==> src/include/ctc_pkg.sv <==
package ctc_pkg;
    // ==========================================
    // register map
    localparam logic [7:0] CFG_ADDR = 8'h38;
    localparam logic [7:0] HVTHR_ADDR = 8'h3c;
    localparam logic [7:0] STATUS_ADDR = 8'h40;
    localparam logic [31:0] CFG_RESET = 32'h10410150;
    // bits 17 and 13 are reserved and read as zero
    localparam logic [31:0] CFG_WMASK = 32'hfffddfff;
    localparam logic [22:0] HVTHR_RESET = 23'h000000;
    localparam logic [31:0] READ_ZERO = 32'h00000000;

    // ==========================================
    // timing and chopper constants; blank and slow base lengths in clk cycles
    localparam logic [5:0] BLANK_CLKS_0 = 6'h10;
    localparam logic [5:0] BLANK_CLKS_1 = 6'h18;
    localparam logic [5:0] BLANK_CLKS_2 = 6'h24;
    localparam logic [5:0] BLANK_CLKS_3 = 6'h36;
    localparam logic [9:0] SLOW_BASE_CLKS = 10'h018;
    localparam int DECAY_SHIFT = 5;
    localparam logic [3:0] HYST_PRESC_LAST = 4'hf;
    localparam logic signed [6:0] HYST_BIAS = 7'sh03;
    localparam logic [7:0] FS_POS_45 = 8'h80;
    localparam logic [3:0] OFF_TIME_DISABLE = 4'h0;
    localparam logic [3:0] FAST_TIME_NONE = 4'h0;
    localparam logic [9:0] CNT_LAST = 10'h001;

    // ==========================================
    // types
    typedef struct packed {
        logic [11:0] other;
        logic hvChopSel;
        logic hvFullStepSel;
        logic rsvd17;
        logic [1:0] blankTimeSelect;
        logic chm;
        logic rsvd13;
        logic disFdcc;
        logic decayTimeMsb;
        logic [3:0] hystLowOrSineOffset;
        logic [2:0] hystStartOrDecayLowBits;
        logic [3:0] slowDecayOffTime;
    } ctc_config_t;

    typedef struct packed {
        logic [19:0] zero;
        logic [5:0] hyst;
        logic velHigh;
        logic blanking;
        logic hvChop;
        logic fullStep;
        logic [1:0] state;
    } ctc_status_t;

    typedef enum logic [1:0] {
        CS_OFF = 2'b00,
        CS_ON = 2'b01,
        CS_FAST = 2'b10,
        CS_SLOW = 2'b11
    } ctc_chop_state_t;

    // ==========================================
    // functions
    function automatic logic [5:0] ctc_blank_clks(input logic [1:0] code);
        case (code)
            2'b00: return BLANK_CLKS_0;
            2'b01: return BLANK_CLKS_1;
            2'b10: return BLANK_CLKS_2;
            default: return BLANK_CLKS_3;
        endcase
    endfunction : ctc_blank_clks

    // doubling keeps the chopper frequency at high velocity
    function automatic logic [9:0] ctc_slow_clks(input logic [3:0] offTime, input logic dbl);
        logic [4:0] units;
        units = dbl ? {offTime, 1'b0} : {1'b0, offTime};
        return SLOW_BASE_CLKS + (10'(units) << DECAY_SHIFT);
    endfunction : ctc_slow_clks

    function automatic logic [9:0] ctc_fast_clks(input logic [3:0] fastTime);
        return 10'(fastTime) << DECAY_SHIFT;
    endfunction : ctc_fast_clks

    // code 0..15 stands for -3..12
    function automatic logic signed [6:0] ctc_low_units(input logic [3:0] code);
        return $signed({3'b000, code}) - HYST_BIAS;
    endfunction : ctc_low_units
endpackage : ctc_pkg

==> src/include/ctc_reg_if.sv <==
interface ctc_reg_if;
    import ctc_pkg::*;
    ctc_config_t chopper_configuration;
    logic [22:0] velThr;
    ctc_status_t status;
    modport regs (output chopper_configuration, output velThr, input status);
    modport core (input chopper_configuration, input velThr, output status);
endinterface : ctc_reg_if

==> src/hdl/ctc_blank_timer.sv <==
module ctc_blank_timer
    import ctc_pkg::*;
(
    input wire logic clk,
    input wire logic reset_n,
    input wire logic ce,
    input wire logic start,
    input wire logic [1:0] blankSel,
    output logic blanking
);
    logic [5:0] cnt_q;
    logic [5:0] cnt_d;

    // ==========================================
    // blank counter
    // every switching event except entry to the off state restarts the mask
    always_comb begin
        cnt_d = cnt_q;
        if (start) begin
            cnt_d = ctc_blank_clks(blankSel);
        end else if (cnt_q != 6'h00) begin
            cnt_d = cnt_q - 6'h01;
        end
    end

    always_ff @(posedge clk) begin
        if (!reset_n) begin
            cnt_q <= 6'h00;
        end else if (ce) begin
            cnt_q <= cnt_d;
        end
    end

    assign blanking = (cnt_q != 6'h00);
endmodule : ctc_blank_timer

==> src/hdl/ctc_apb_regs.sv <==
module ctc_apb_regs
    import ctc_pkg::*;
(
    input wire logic clk,
    input wire logic reset_n,
    input wire logic ce,
    input wire logic psel,
    input wire logic penable,
    input wire logic pwrite,
    input wire logic [7:0] paddr,
    input wire logic [31:0] pwdata,
    output logic pready,
    output logic [31:0] prdata,
    output logic pslverr,
    ctc_reg_if.regs rif
);
    ctc_config_t conf_q;
    ctc_config_t conf_d;
    logic [22:0] high_velocity_threshold_q;
    logic [22:0] high_velocity_threshold_d;
    logic [31:0] prdata_q;
    logic [31:0] prdata_d;
    logic err_q;
    logic err_d;
    logic rdy_q;
    logic rdy_d;
    logic done;

    // rdy_q says read data was latched at a live edge for this address
    assign pready = ce && rdy_q && penable;
    assign done = psel && penable && pready;

    // ==========================================
    // decode, write and read data
    always_comb begin
        conf_d = conf_q;
        high_velocity_threshold_d = high_velocity_threshold_q;
        prdata_d = prdata_q;
        err_d = err_q;
        rdy_d = psel && !done;
        if (psel && !done) begin
            err_d = 1'b0;
            case (paddr)
                CFG_ADDR: prdata_d = conf_q;
                HVTHR_ADDR: prdata_d = {9'h000, high_velocity_threshold_q};
                STATUS_ADDR: prdata_d = rif.status;
                default: begin
                    prdata_d = READ_ZERO;
                    err_d = 1'b1;
                end
            endcase
        end
        if (done && pwrite) begin
            case (paddr)
                CFG_ADDR: conf_d = pwdata & CFG_WMASK;
                HVTHR_ADDR: high_velocity_threshold_d = pwdata[22:0];
                default: high_velocity_threshold_d = high_velocity_threshold_q;
            endcase
        end
    end

    always_ff @(posedge clk) begin
        if (!reset_n) begin
            conf_q <= CFG_RESET;
            high_velocity_threshold_q <= HVTHR_RESET;
            prdata_q <= READ_ZERO;
            err_q <= 1'b0;
            rdy_q <= 1'b0;
        end else if (ce) begin
            conf_q <= conf_d;
            high_velocity_threshold_q <= high_velocity_threshold_d;
            prdata_q <= prdata_d;
            err_q <= err_d;
            rdy_q <= rdy_d;
        end
    end

    assign prdata = prdata_q;
    assign pslverr = err_q && pready;
    assign rif.chopper_configuration = conf_q;
    assign rif.velThr = high_velocity_threshold_q;
endmodule : ctc_apb_regs

==> src/hdl/ctc_chopper_top.sv <==
// Contract
// - full-step select set and velocity above threshold: switch to full step
// - microstep and full-step change only at the 45 degree point
// - full step uses the table value taken at 45 degrees as target
// - blank code 0..3 masks comparator for 16, 24, 36, 54 clocks
// - mode bit: 0 hysteresis chopper, 1 constant off time with fast decay
// - constant off time: negative nominal current ends fast decay early
// - termination-disable bit set: fast decay ignores comparator, runs full time
// - bit 11 is the fast-decay time MSB in constant off time mode
// - hysteresis mode: low value code 0..15 means -3..12 units
// - constant off time: same field is sine offset added to every entry
// - hysteresis start is low value plus 1..8
// - active hysteresis drops one step every 16 clocks
// - fast decay lasts 32 times fast time; zero means slow decay only
// - slow decay lasts 24 plus 32 times off time clocks
// - off time zero disables driver, all bridge switches off
// - high-velocity chopper bit: constant off time with fast time zero
// - high-velocity chopper doubles off time to hold chopper frequency
//
// Chosen here: register access over APB and the address map.
module ctc_chopper_top
    import ctc_pkg::*;
(
    input wire logic clk,
    input wire logic reset_n,
    input wire logic ce,
    input wire logic psel,
    input wire logic penable,
    input wire logic pwrite,
    input wire logic [7:0] paddr,
    input wire logic [31:0] pwdata,
    output logic pready,
    output logic [31:0] prdata,
    output logic pslverr,
    input wire logic [22:0] actualVelocity,
    input wire logic [9:0] microstepPos,
    input wire logic [8:0] sineTableValue,
    input wire logic [8:0] sineAt45Value,
    input wire logic coilAboveThreshold,
    input wire logic coilNegReached,
    output logic bridgeOn,
    output logic bridgeFastDecay,
    output logic bridgeSlowDecay,
    output logic driverEnable,
    output logic [9:0] targetCurrent,
    output logic fullStepActive,
    output logic comparatorBlanked
);
    ctc_reg_if rif ();
    ctc_config_t cfg;

    ctc_chop_state_t state_q;
    ctc_chop_state_t state_d;
    logic [9:0] cnt_q;
    logic [9:0] cnt_d;
    logic signed [6:0] hyst_q;
    logic signed [6:0] hyst_d;
    logic [3:0] presc_q;
    logic [3:0] presc_d;
    logic fullStep_q;
    logic fullStep_d;
    logic [9:0] target_q;
    logic [9:0] target_d;
    logic [1:0] aboveSync_q;
    logic [1:0] aboveSync_d;
    logic [1:0] negSync_q;
    logic [1:0] negSync_d;

    logic velHigh;
    logic hvChop;
    logic effChm;
    logic [3:0] fastEff;
    logic offZero;
    logic signed [6:0] lowUnits;
    logic signed [6:0] hystStart;
    logic signed [6:0] adj;
    logic signed [10:0] sum;
    logic [8:0] base;
    logic blanking;
    logic cmpAbove;
    logic cmpNeg;
    logic startBlank;

    // ==========================================
    // register file over apb
    ctc_apb_regs u_regs (
        .clk(clk),
        .reset_n(reset_n),
        .ce(ce),
        .psel(psel),
        .penable(penable),
        .pwrite(pwrite),
        .paddr(paddr),
        .pwdata(pwdata),
        .pready(pready),
        .prdata(prdata),
        .pslverr(pslverr),
        .rif(rif.regs)
    );

    assign cfg = rif.chopper_configuration;

    // ==========================================
    // comparator blanking
    ctc_blank_timer u_blank (
        .clk(clk),
        .reset_n(reset_n),
        .ce(ce),
        .start(startBlank),
        .blankSel(cfg.blankTimeSelect),
        .blanking(blanking)
    );

    // ==========================================
    // effective mode decode
    assign velHigh = actualVelocity > rif.velThr;
    assign hvChop = cfg.hvChopSel && velHigh;
    assign effChm = cfg.chm || hvChop;
    // the high-velocity chopper (select bit set and velocity high) forces the fast time to zero
    assign fastEff = hvChop ? FAST_TIME_NONE
        : {cfg.decayTimeMsb, cfg.hystStartOrDecayLowBits};
    assign offZero = (cfg.slowDecayOffTime == OFF_TIME_DISABLE);
    assign lowUnits = ctc_low_units(cfg.hystLowOrSineOffset);
    // overflow past 16 is on software, no clamp here
    assign hystStart = lowUnits
        + $signed({4'h0, cfg.hystStartOrDecayLowBits}) + 7'sh01;

    // the comparator pins are asynchronous; only the second stage is read
    assign aboveSync_d = {aboveSync_q[0], coilAboveThreshold};
    assign negSync_d = {negSync_q[0], coilNegReached};
    assign cmpAbove = aboveSync_q[1] && !blanking;
    assign cmpNeg = negSync_q[1] && !blanking;

    // ==========================================
    // chopper phase machine
    always_comb begin
        state_d = state_q;
        cnt_d = cnt_q;
        if (cnt_q != 10'h000) begin
            cnt_d = cnt_q - 10'h001;
        end
        if (offZero) begin
            state_d = CS_OFF;
            cnt_d = 10'h000;
        end else begin
            case (state_q)
                CS_OFF: begin
                    state_d = CS_ON;
                end
                CS_ON: begin
                    if (cmpAbove) begin
                        if (!effChm) begin
                            state_d = CS_FAST;
                        end else if (fastEff == FAST_TIME_NONE) begin
                            state_d = CS_SLOW;
                            cnt_d = ctc_slow_clks(cfg.slowDecayOffTime, hvChop);
                        end else begin
                            state_d = CS_FAST;
                            cnt_d = ctc_fast_clks(fastEff);
                        end
                    end
                end
                CS_FAST: begin
                    if (effChm) begin
                        // early end unless comparator termination is off
                        if (cnt_q <= CNT_LAST
                            || (!cfg.disFdcc && cmpNeg)) begin
                            state_d = CS_SLOW;
                        end
                    end else if (!cmpAbove && !blanking) begin
                        state_d = CS_SLOW;
                    end
                    if (state_d == CS_SLOW) begin
                        cnt_d = ctc_slow_clks(cfg.slowDecayOffTime, hvChop);
                    end
                end
                CS_SLOW: begin
                    if (cnt_q <= CNT_LAST) begin
                        state_d = CS_ON;
                    end
                end
                default: begin
                    state_d = CS_OFF;
                end
            endcase
        end
    end

    assign startBlank = (state_d != state_q) && (state_d != CS_OFF);

    // ==========================================
    // hysteresis ramp
    // the start value is reloaded at every new on phase
    always_comb begin
        presc_d = presc_q + 4'h1;
        hyst_d = hyst_q;
        if (state_d == CS_ON && state_q != CS_ON) begin
            hyst_d = hystStart;
        end else if (presc_q == HYST_PRESC_LAST && hyst_q > lowUnits) begin
            hyst_d = hyst_q - 7'sh01;
        end
    end

    // ==========================================
    // full step switch, only taken at the 45 degree point
    always_comb begin
        fullStep_d = fullStep_q;
        if (microstepPos[7:0] == FS_POS_45) begin
            fullStep_d = cfg.hvFullStepSel && velHigh;
        end
    end

    // ==========================================
    // target current for the comparator
    always_comb begin
        base = fullStep_q ? sineAt45Value : sineTableValue;
        if (effChm) begin
            adj = lowUnits;
        end else if (state_q == CS_FAST) begin
            adj = -hyst_q;
        end else begin
            adj = hyst_q;
        end
        sum = $signed({2'b00, base}) + 11'(adj);
        target_d = sum[10] ? 10'h000 : sum[9:0];
    end

    // ==========================================
    // state registers
    always_ff @(posedge clk) begin
        if (!reset_n) begin
            state_q <= CS_OFF;
            cnt_q <= 10'h000;
            hyst_q <= 7'sh00;
            presc_q <= 4'h0;
            fullStep_q <= 1'b0;
            target_q <= 10'h000;
            aboveSync_q <= 2'b00;
            negSync_q <= 2'b00;
        end else if (ce) begin
            state_q <= state_d;
            cnt_q <= cnt_d;
            hyst_q <= hyst_d;
            presc_q <= presc_d;
            fullStep_q <= fullStep_d;
            target_q <= target_d;
            aboveSync_q <= aboveSync_d;
            negSync_q <= negSync_d;
        end
    end

    // ==========================================
    // outputs and status
    assign bridgeOn = (state_q == CS_ON);
    assign bridgeFastDecay = (state_q == CS_FAST);
    assign bridgeSlowDecay = (state_q == CS_SLOW);
    assign driverEnable = (state_q != CS_OFF);
    assign targetCurrent = target_q;
    assign fullStepActive = fullStep_q;
    assign comparatorBlanked = blanking;

    always_comb begin
        rif.status = '0;
        rif.status.hyst = hyst_q[5:0];
        rif.status.velHigh = velHigh;
        rif.status.blanking = blanking;
        rif.status.hvChop = hvChop;
        rif.status.fullStep = fullStep_q;
        rif.status.state = state_q;
    end
endmodule : ctc_chopper_top

==> config.mk <==
export PLATFORM = sky130hd
export DESIGN_NAME = ctc_chopper_top
export DESIGN_NICKNAME = d
export VERILOG_FILES = /design/src/include/ctc_pkg.sv /design/src/include/ctc_reg_if.sv /design/src/hdl/ctc_blank_timer.sv /design/src/hdl/ctc_apb_regs.sv /design/src/hdl/ctc_chopper_top.sv
export SDC_FILE = /design/constraint.sdc
export NUM_CORES = 1
export LEC_CHECK = 0
export BUFFER_PORTS_ARGS = -buffer_cell sky130_fd_sc_hd__buf_2
export CORE_MARGIN = 2
export CORE_UTILIZATION = 35
export CTS_BUF_LIST = sky130_fd_sc_hd__clkbuf_8 sky130_fd_sc_hd__clkbuf_16
export DETAILED_ROUTE_END_ITERATION = 6
export GPL_TIMING_DRIVEN = 0
export SYNTH_ARGS = -nofsm -noshare
export SYNTH_HDL_FRONTEND = slang
export SYNTH_SLANG_ARGS = --single-unit
export TNS_END_PERCENT = 100
==> constraint.sdc <==
create_clock -name clk -period 13.5 [get_ports clk]
set_input_delay 1.35 -clock clk [delete_from_list [all_inputs] [get_ports clk]]
set_output_delay 1.35 -clock clk [all_outputs]
set_load 0.02 [all_outputs]
* Word level (Yosys, flattened, before mapping)
Index checks and enable logic that the tools add are counted.
** Word-level totals
- Register bits :: 131
- Logic and storage cells :: 120
- Output and inout port bits :: 50
- Bits of input ports :: 99
** Cells by class
- Reductions and logical operators :: 39
- Magnitude comparators :: 3
- Add/sub/neg operators :: 10
- Eq/ne operators :: 14
- Mux-type cells :: 31
** Operators with widths (number)
- 32-bit one-hot mux with 3 select lines :: 1
- 10-bit two-way mux :: 7
- 7-bit two-way mux :: 4
- 23-bit > comparator :: 1
- 10-bit one-hot mux with 2 select lines :: 1
- 6-bit one-hot mux with 3 select lines :: 1
- 8-bit by 6-bit equality test with 1-bit output (second input constant) :: 2
- 1-bit logical AND :: 16
- 2-bit two-way mux :: 8
- 6-bit two-way mux :: 2
- 10-bit by 7-bit adder with 11-bit output :: 1
- 5-bit by 10-bit adder with 10-bit output (first input constant) :: 1
- 10-bit by 1-bit less-or-equal comparator with 1-bit output (second input constant) :: 1
- 10-bit nonzero test :: 1
- 10-bit by 1-bit subtractor with 10-bit output (second input constant) :: 1
- 9-bit two-way mux :: 1
- 2-bit equality test (second input constant) :: 4
- 8-bit by 7-bit equality test with 1-bit output (second input constant) :: 1
- 8-bit equality test (second input constant) :: 1
- 4-bit zero test :: 2
- 2-bit one-hot mux with 4 select lines :: 1
- 2-bit AND reduction :: 4
- 2-bit nonzero test :: 4
- 6-bit by 2-bit adder with 7-bit output (second input constant) :: 1
- other kinds (20) :: 30

* Depth between registers and ports, before layout
- Depth after elaboration :: 15
- Gate-level depth with buffers :: 23
- Mapped depth without buffers :: 21

* By module
A second synthesis with hierarchy kept.
** Second synthesis, totals
- Cell total of the unflattened synthesis :: 1115
- Area total of the unflattened synthesis :: 8824.7 um^2
** Modules (own cells, without submodules)
- ctc_chopper_top :: instances 1, sequential area each 760.7 um^2, cells each 563, area an instance 4404.2 um^2
- ctc_apb_regs :: instances 1, sequential area each 1741.7 um^2, cells each 502, area an instance 4003.8 um^2
- ctc_blank_timer :: instances 1, sequential area each 120.1 um^2, cells each 50, area an instance 416.6 um^2

* Least setup slack after synthesis
OpenSTA, ideal clock, no wires.
- Kind :: input to register
- Start point :: input port actualVelocity[18]
- End point :: register target_q[3], in the netlist targetCurrent[3]
- Slack :: 8.188 ns
- Cell stages on the path :: 22
- Path buffers :: 2
- Data arrival time :: 5.194 ns
- Library setup time :: 0.117 ns
- Data required time :: 13.383 ns
- Path through :: ha_1 nand4_1 nor3_1 a221oi_1 nand3_1 buf_6 a21oi_1 clkbuf_1 nor2_1 a21oi_1 ha_1 inv_1 fa_1 nor2b_1 o21ai_0 a21boi_0 o21ai_0 a21oi_1 a21oi_1 xnor2_1 nor2_2 a32o_1
** On the way
- Cells in the longest elaborated chain, start to end :: 6
** RTL lines
- from (decl) :: line ctc_chopper_top.sv:35 : input wire logic [22:0] actualVelocity,
- 23-bit > comparator :: line ctc_chopper_top.sv:116 : assign velHigh = actualVelocity > rif.velThr;
- 1-bit logical AND :: line ctc_chopper_top.sv:117 : assign hvChop = cfg.hvChopSel && velHigh;
- 1-bit logical OR :: line ctc_chopper_top.sv:118 : assign effChm = cfg.chm || hvChop;
- 7-bit two-way mux :: line ctc_chopper_top.sv:217 : if (effChm) begin
- 10-bit by 7-bit adder with 11-bit output :: line ctc_chopper_top.sv:224 : sum = $signed({2'b00, base}) + 11'(adj);
- 10-bit two-way mux :: line ctc_chopper_top.sv:225 : target_d = sum[10] ? 10'h000 : sum[9:0];
- to (signal assigned) :: line ctc_chopper_top.sv:246 : target_q <= target_d;
- to (decl) :: line ctc_chopper_top.sv:62 : logic [9:0] target_q;
Every way passes these cells.
A chain may end at the register's enable or synchronous reset.

* Worst setup path after layout
Same ends and word-level chain as after synthesis.

==> impl_metrics.yaml <==
finish:
  drive_gt1_frac: 0.202
  multiInputGateArea_sq_um: 4790
  nFillCells: 2280
  regArea_sq_um: 2620
  fin_area_sq_um: 9510
  area_growth_pct: 21.4
  nNetsFinal: 1298
detailed_routing:
  routed_wl_mm: 26.1
  ant_nets: 0
  first_iter_violations: 566
  drt_pass1_iterations: 6
  post-route-drc-count: 0
  wl_per_cell_um: 18.2
  viasPerCell: 5.44
  vias: 7821
critical_path:
  required_ns: 13.83
  worst_setup_path_start_kind: "input port"
  timing.rr.start: "u_regs.rif.velThr[8]$_SDFFE_PN0P_"
  reg2reg_depth: 23
  cp-startpoint: "actualVelocity[18]"
  r2r_slack_ns: 8.06
  worstPathArrival_ns: 6.29
  crit_fanout: 10
  cp-end-kind: "flip-flop"
  criticalPathCategory: "input port to flip-flop"
  timing.rr.end: "targetCurrent[3]$_SDFFE_PN0P_"
pwr:
  power_density_nw_per_um2: 112
  ir_drop_v: 0.0000919
  p_leak_uw: 0.00388
  finalPower_uw: 1060
sta:
  hold_viol_final: 0
  timing.hold.ws_ns: 0.455
  rsz0062_at_grt: "no"
  finalCriticalPeriod_ns: 5.97
  finClkSkew_ns: 0.00954
  fin_crit_sh: 0.442
  slew_viol_final: 0
  fmax_mhz: 168
  tightest_slew_ns: 0.897
  setup_tns_ns: 0
  setup_viol: 0
  slew_headroom: 0.397
placement:
  numPortBuffers: 145
  routabilityCongestion: 0.874
  dp_hpwl_mm: 19.9
  place_area_sq_um: 8910
logic_synthesis:
  syn_area_sq_um: 7830
  synth_nets: 1133
  synth-seq-cells: 131
  synth_ff_type: "dfxtp_1"
  synth_area_leader_cell: "dfxtp_1"
  syn_avg_cell_area_sq_um: 8.01
  yosysWarningCount: 0
  synth_edf_count: 0
  async_reset_ff_frac: 0
  synth_top_cell_area_share: 0.335
  synthTopCellsByArea: "dfxtp_1 (33%), ha_1 (8.6%), nand2_1 (8.1%), a21oi_1 (6.1%), mux2_2 (3.4%)"
  ys_seq_area_frac: 0.335
  yosysUniqueCellTypes: 85
  syn_inst: 978
clock_network:
  h-tree-depth: 4
  cts.sinks: 131
  clock_latency_ns: 0.43
  cts_tree: "yes"
  cts_inserted_buffers: 17
  root_buffer: "clkbuf_16"
  path_clk_slew_ns: 0.07
  cts_hold_repair.buffers: 0
  postCtsSetupBuffers: 0
  cts_resized: 0
  cts_max_path_buffers: 2
job:
  drv_cap: 0
global_route:
  grt_usage: 0.218
  grt_pass1_wl_mm: 40.9
  grt_pass1_vias: 7479
  antenna_found_initial: 3
  grt_max_degree: 17
  grt-ovfl-total: 0
die:
  die_h_um: 154
  rows: 54
  num_io_pins: 149
  initial_utilization: 0.358
  placeableCoreArea_sq_um: 21900
  die_area_sq_um: 23600
  die_x_um: 154
run_status:
  outcome: "finished, final reports clean"
hold_path:
  worstHoldStart: "u_regs.prdata[25]$_SDFFE_PN0P_"
  hold_end: "u_regs.prdata[25]$_SDFFE_PN0P_"
  holdPathStages: 2
  hp-class: "flip-flop to flip-flop"
## cells in the final DEF, fill, tap and decap left out, types with 9 or more instances in the layout
cell,instances
nand2_1,170
buf_2,148
dfxtp_1,131
a21oi_1,95
nor2_1,67
ha_1,54
inv_1,52
nand3_1,40
clkbuf_1,40
o21ai_0,30
mux2_2,24
nor3_1,19
mux2i_1,19
clkbuf_16,17
nand4_1,12
xnor2_1,12
nand2b_1,11
a22oi_1,10
o21a_1,10
a221oi_1,9
a22o_1,9
o21ai_1,9
## synthesized netlist by cell type, drive strengths merged, types with 4 or more instances
cell type and n:
inv 52, dfxtp 131, nand4 13, a22oi 10
nor2 69, buf 11, o221ai 4, a221oi 11
a22o 9, nor3 20, o2111ai 4, nand3 40
clkbuf 40, nor2b 8, nor4 10, and2 4
xnor2 12, o21ai 40, o31a 5, nand2 170
or3b 4, a21oi 95, mux2i 20, a21boi 4
nand3b 5, mux2 25, o31ai 4, ha 54
xor2 8, a31o 5, o21a 10, a211o 4
nand2b 11, o211ai 8, and3 5, a32o 5
or3 8
## kinds of logic after synthesis
kind of cell | Yosys count | synth area share
buf+inv | 104 | 0.0532
mux | 45 | 0.0620
compound gates | 242 | 0.205
fa+ha+maj | 56 | 0.0914
flops | 131 | 0.335
simple gates | 380 | 0.231
xor+xnor | 20 | 0.0224
## final cells by class
class | instances | area share
Timing Repair Buffer | 146 | 0.0769
Sequential cell | 131 | 0.276
Clock buffer | 19 | 0.0476
Multi-Input combinational cell | 743 | 0.504
Antenna cell | 1 | 0.000263
Buffer | 51 | 0.0229
Inverter | 53 | 0.0209
Clock inverter | 13 | 0.0143
Tap cell | 280 | 0.0369
## per-stage QoR
stage / util / setup WS (ns) / cells
detailed placement: 0.407 / 7.14 / 1403
floorplan: - / 8.19 / 978
global placement: 0.407 / 7.15 / 1403
CTS: 0.434 / 7.56 / 1435
global route: 0.434 / 7.13 / 1436
finish: 0.434 / 7.53 / 1437
## worst max-delay path by stage
| stage | endpoint | cells after the start |
|---|---|---|
| global placement | targetCurrent[3]$_SDFFE_PN0P_ | 23 |
| floorplan | targetCurrent[3]$_SDFFE_PN0P_ | 22 |
| global route | targetCurrent[3]$_SDFFE_PN0P_ | 23 |
| detailed placement | targetCurrent[3]$_SDFFE_PN0P_ | 23 |
| finish | targetCurrent[3]$_SDFFE_PN0P_ | 23 |
| CTS | targetCurrent[3]$_SDFFE_PN0P_ | 23 |
## report_power, final
group          leakage (uW)  internal [uW]  switching, uW
combinational       0.00253           72.3            109
sequential          0.00106            399           12.4
clock              0.000282            269            202
## critical path: stages
cell and delay [ns]:
buf_2 0.10, ha_1 0.31, nand4_1 0.19, nor3_1 0.08
a221oi_1 0.34, nand3_1 0.23, buf_6 0.21, a21oi_1 0.42
clkbuf_1 0.38, nor2_1 0.07, a21oi_1 0.17, ha_1 0.19
inv_1 0.05, fa_1 0.40, nor2b_1 0.12, o21ai_0 0.11
a21boi_0 0.28, o21ai_0 0.15, a21oi_1 0.24, a21oi_1 0.17
xnor2_1 0.32, nor2_2 0.14, a32o_1 0.26
## layer usage
| metal | part of all wire | wire (um) | track usage |
|---|---|---|---|
| met1 | 0.45 | 11700 | 0.289 |
| met2 | 0.46 | 11900 | 0.353 |
| met3 | 0.064 | 1680 | 0.0445 |
| met4 | 0.029 | 762 | 0.0773 |
| met5 | 0.00042 | 11 | 0 |
## registers in the layout (all words and copies together), names as in the netlist
register,flops
aboveSync_q,2
cnt_q,10
fullStepActive,1
hyst_q,7
negSync_q,2
presc_q,4
state_q,2
targetCurrent,10
u_blank.cnt_q,6
u_regs.err_q,1
u_regs.prdata,32
u_regs.rdy_q,1
u_regs.rif.chopper_configuration,30
u_regs.rif.velThr,23
(Power assumes the default switching activity.)
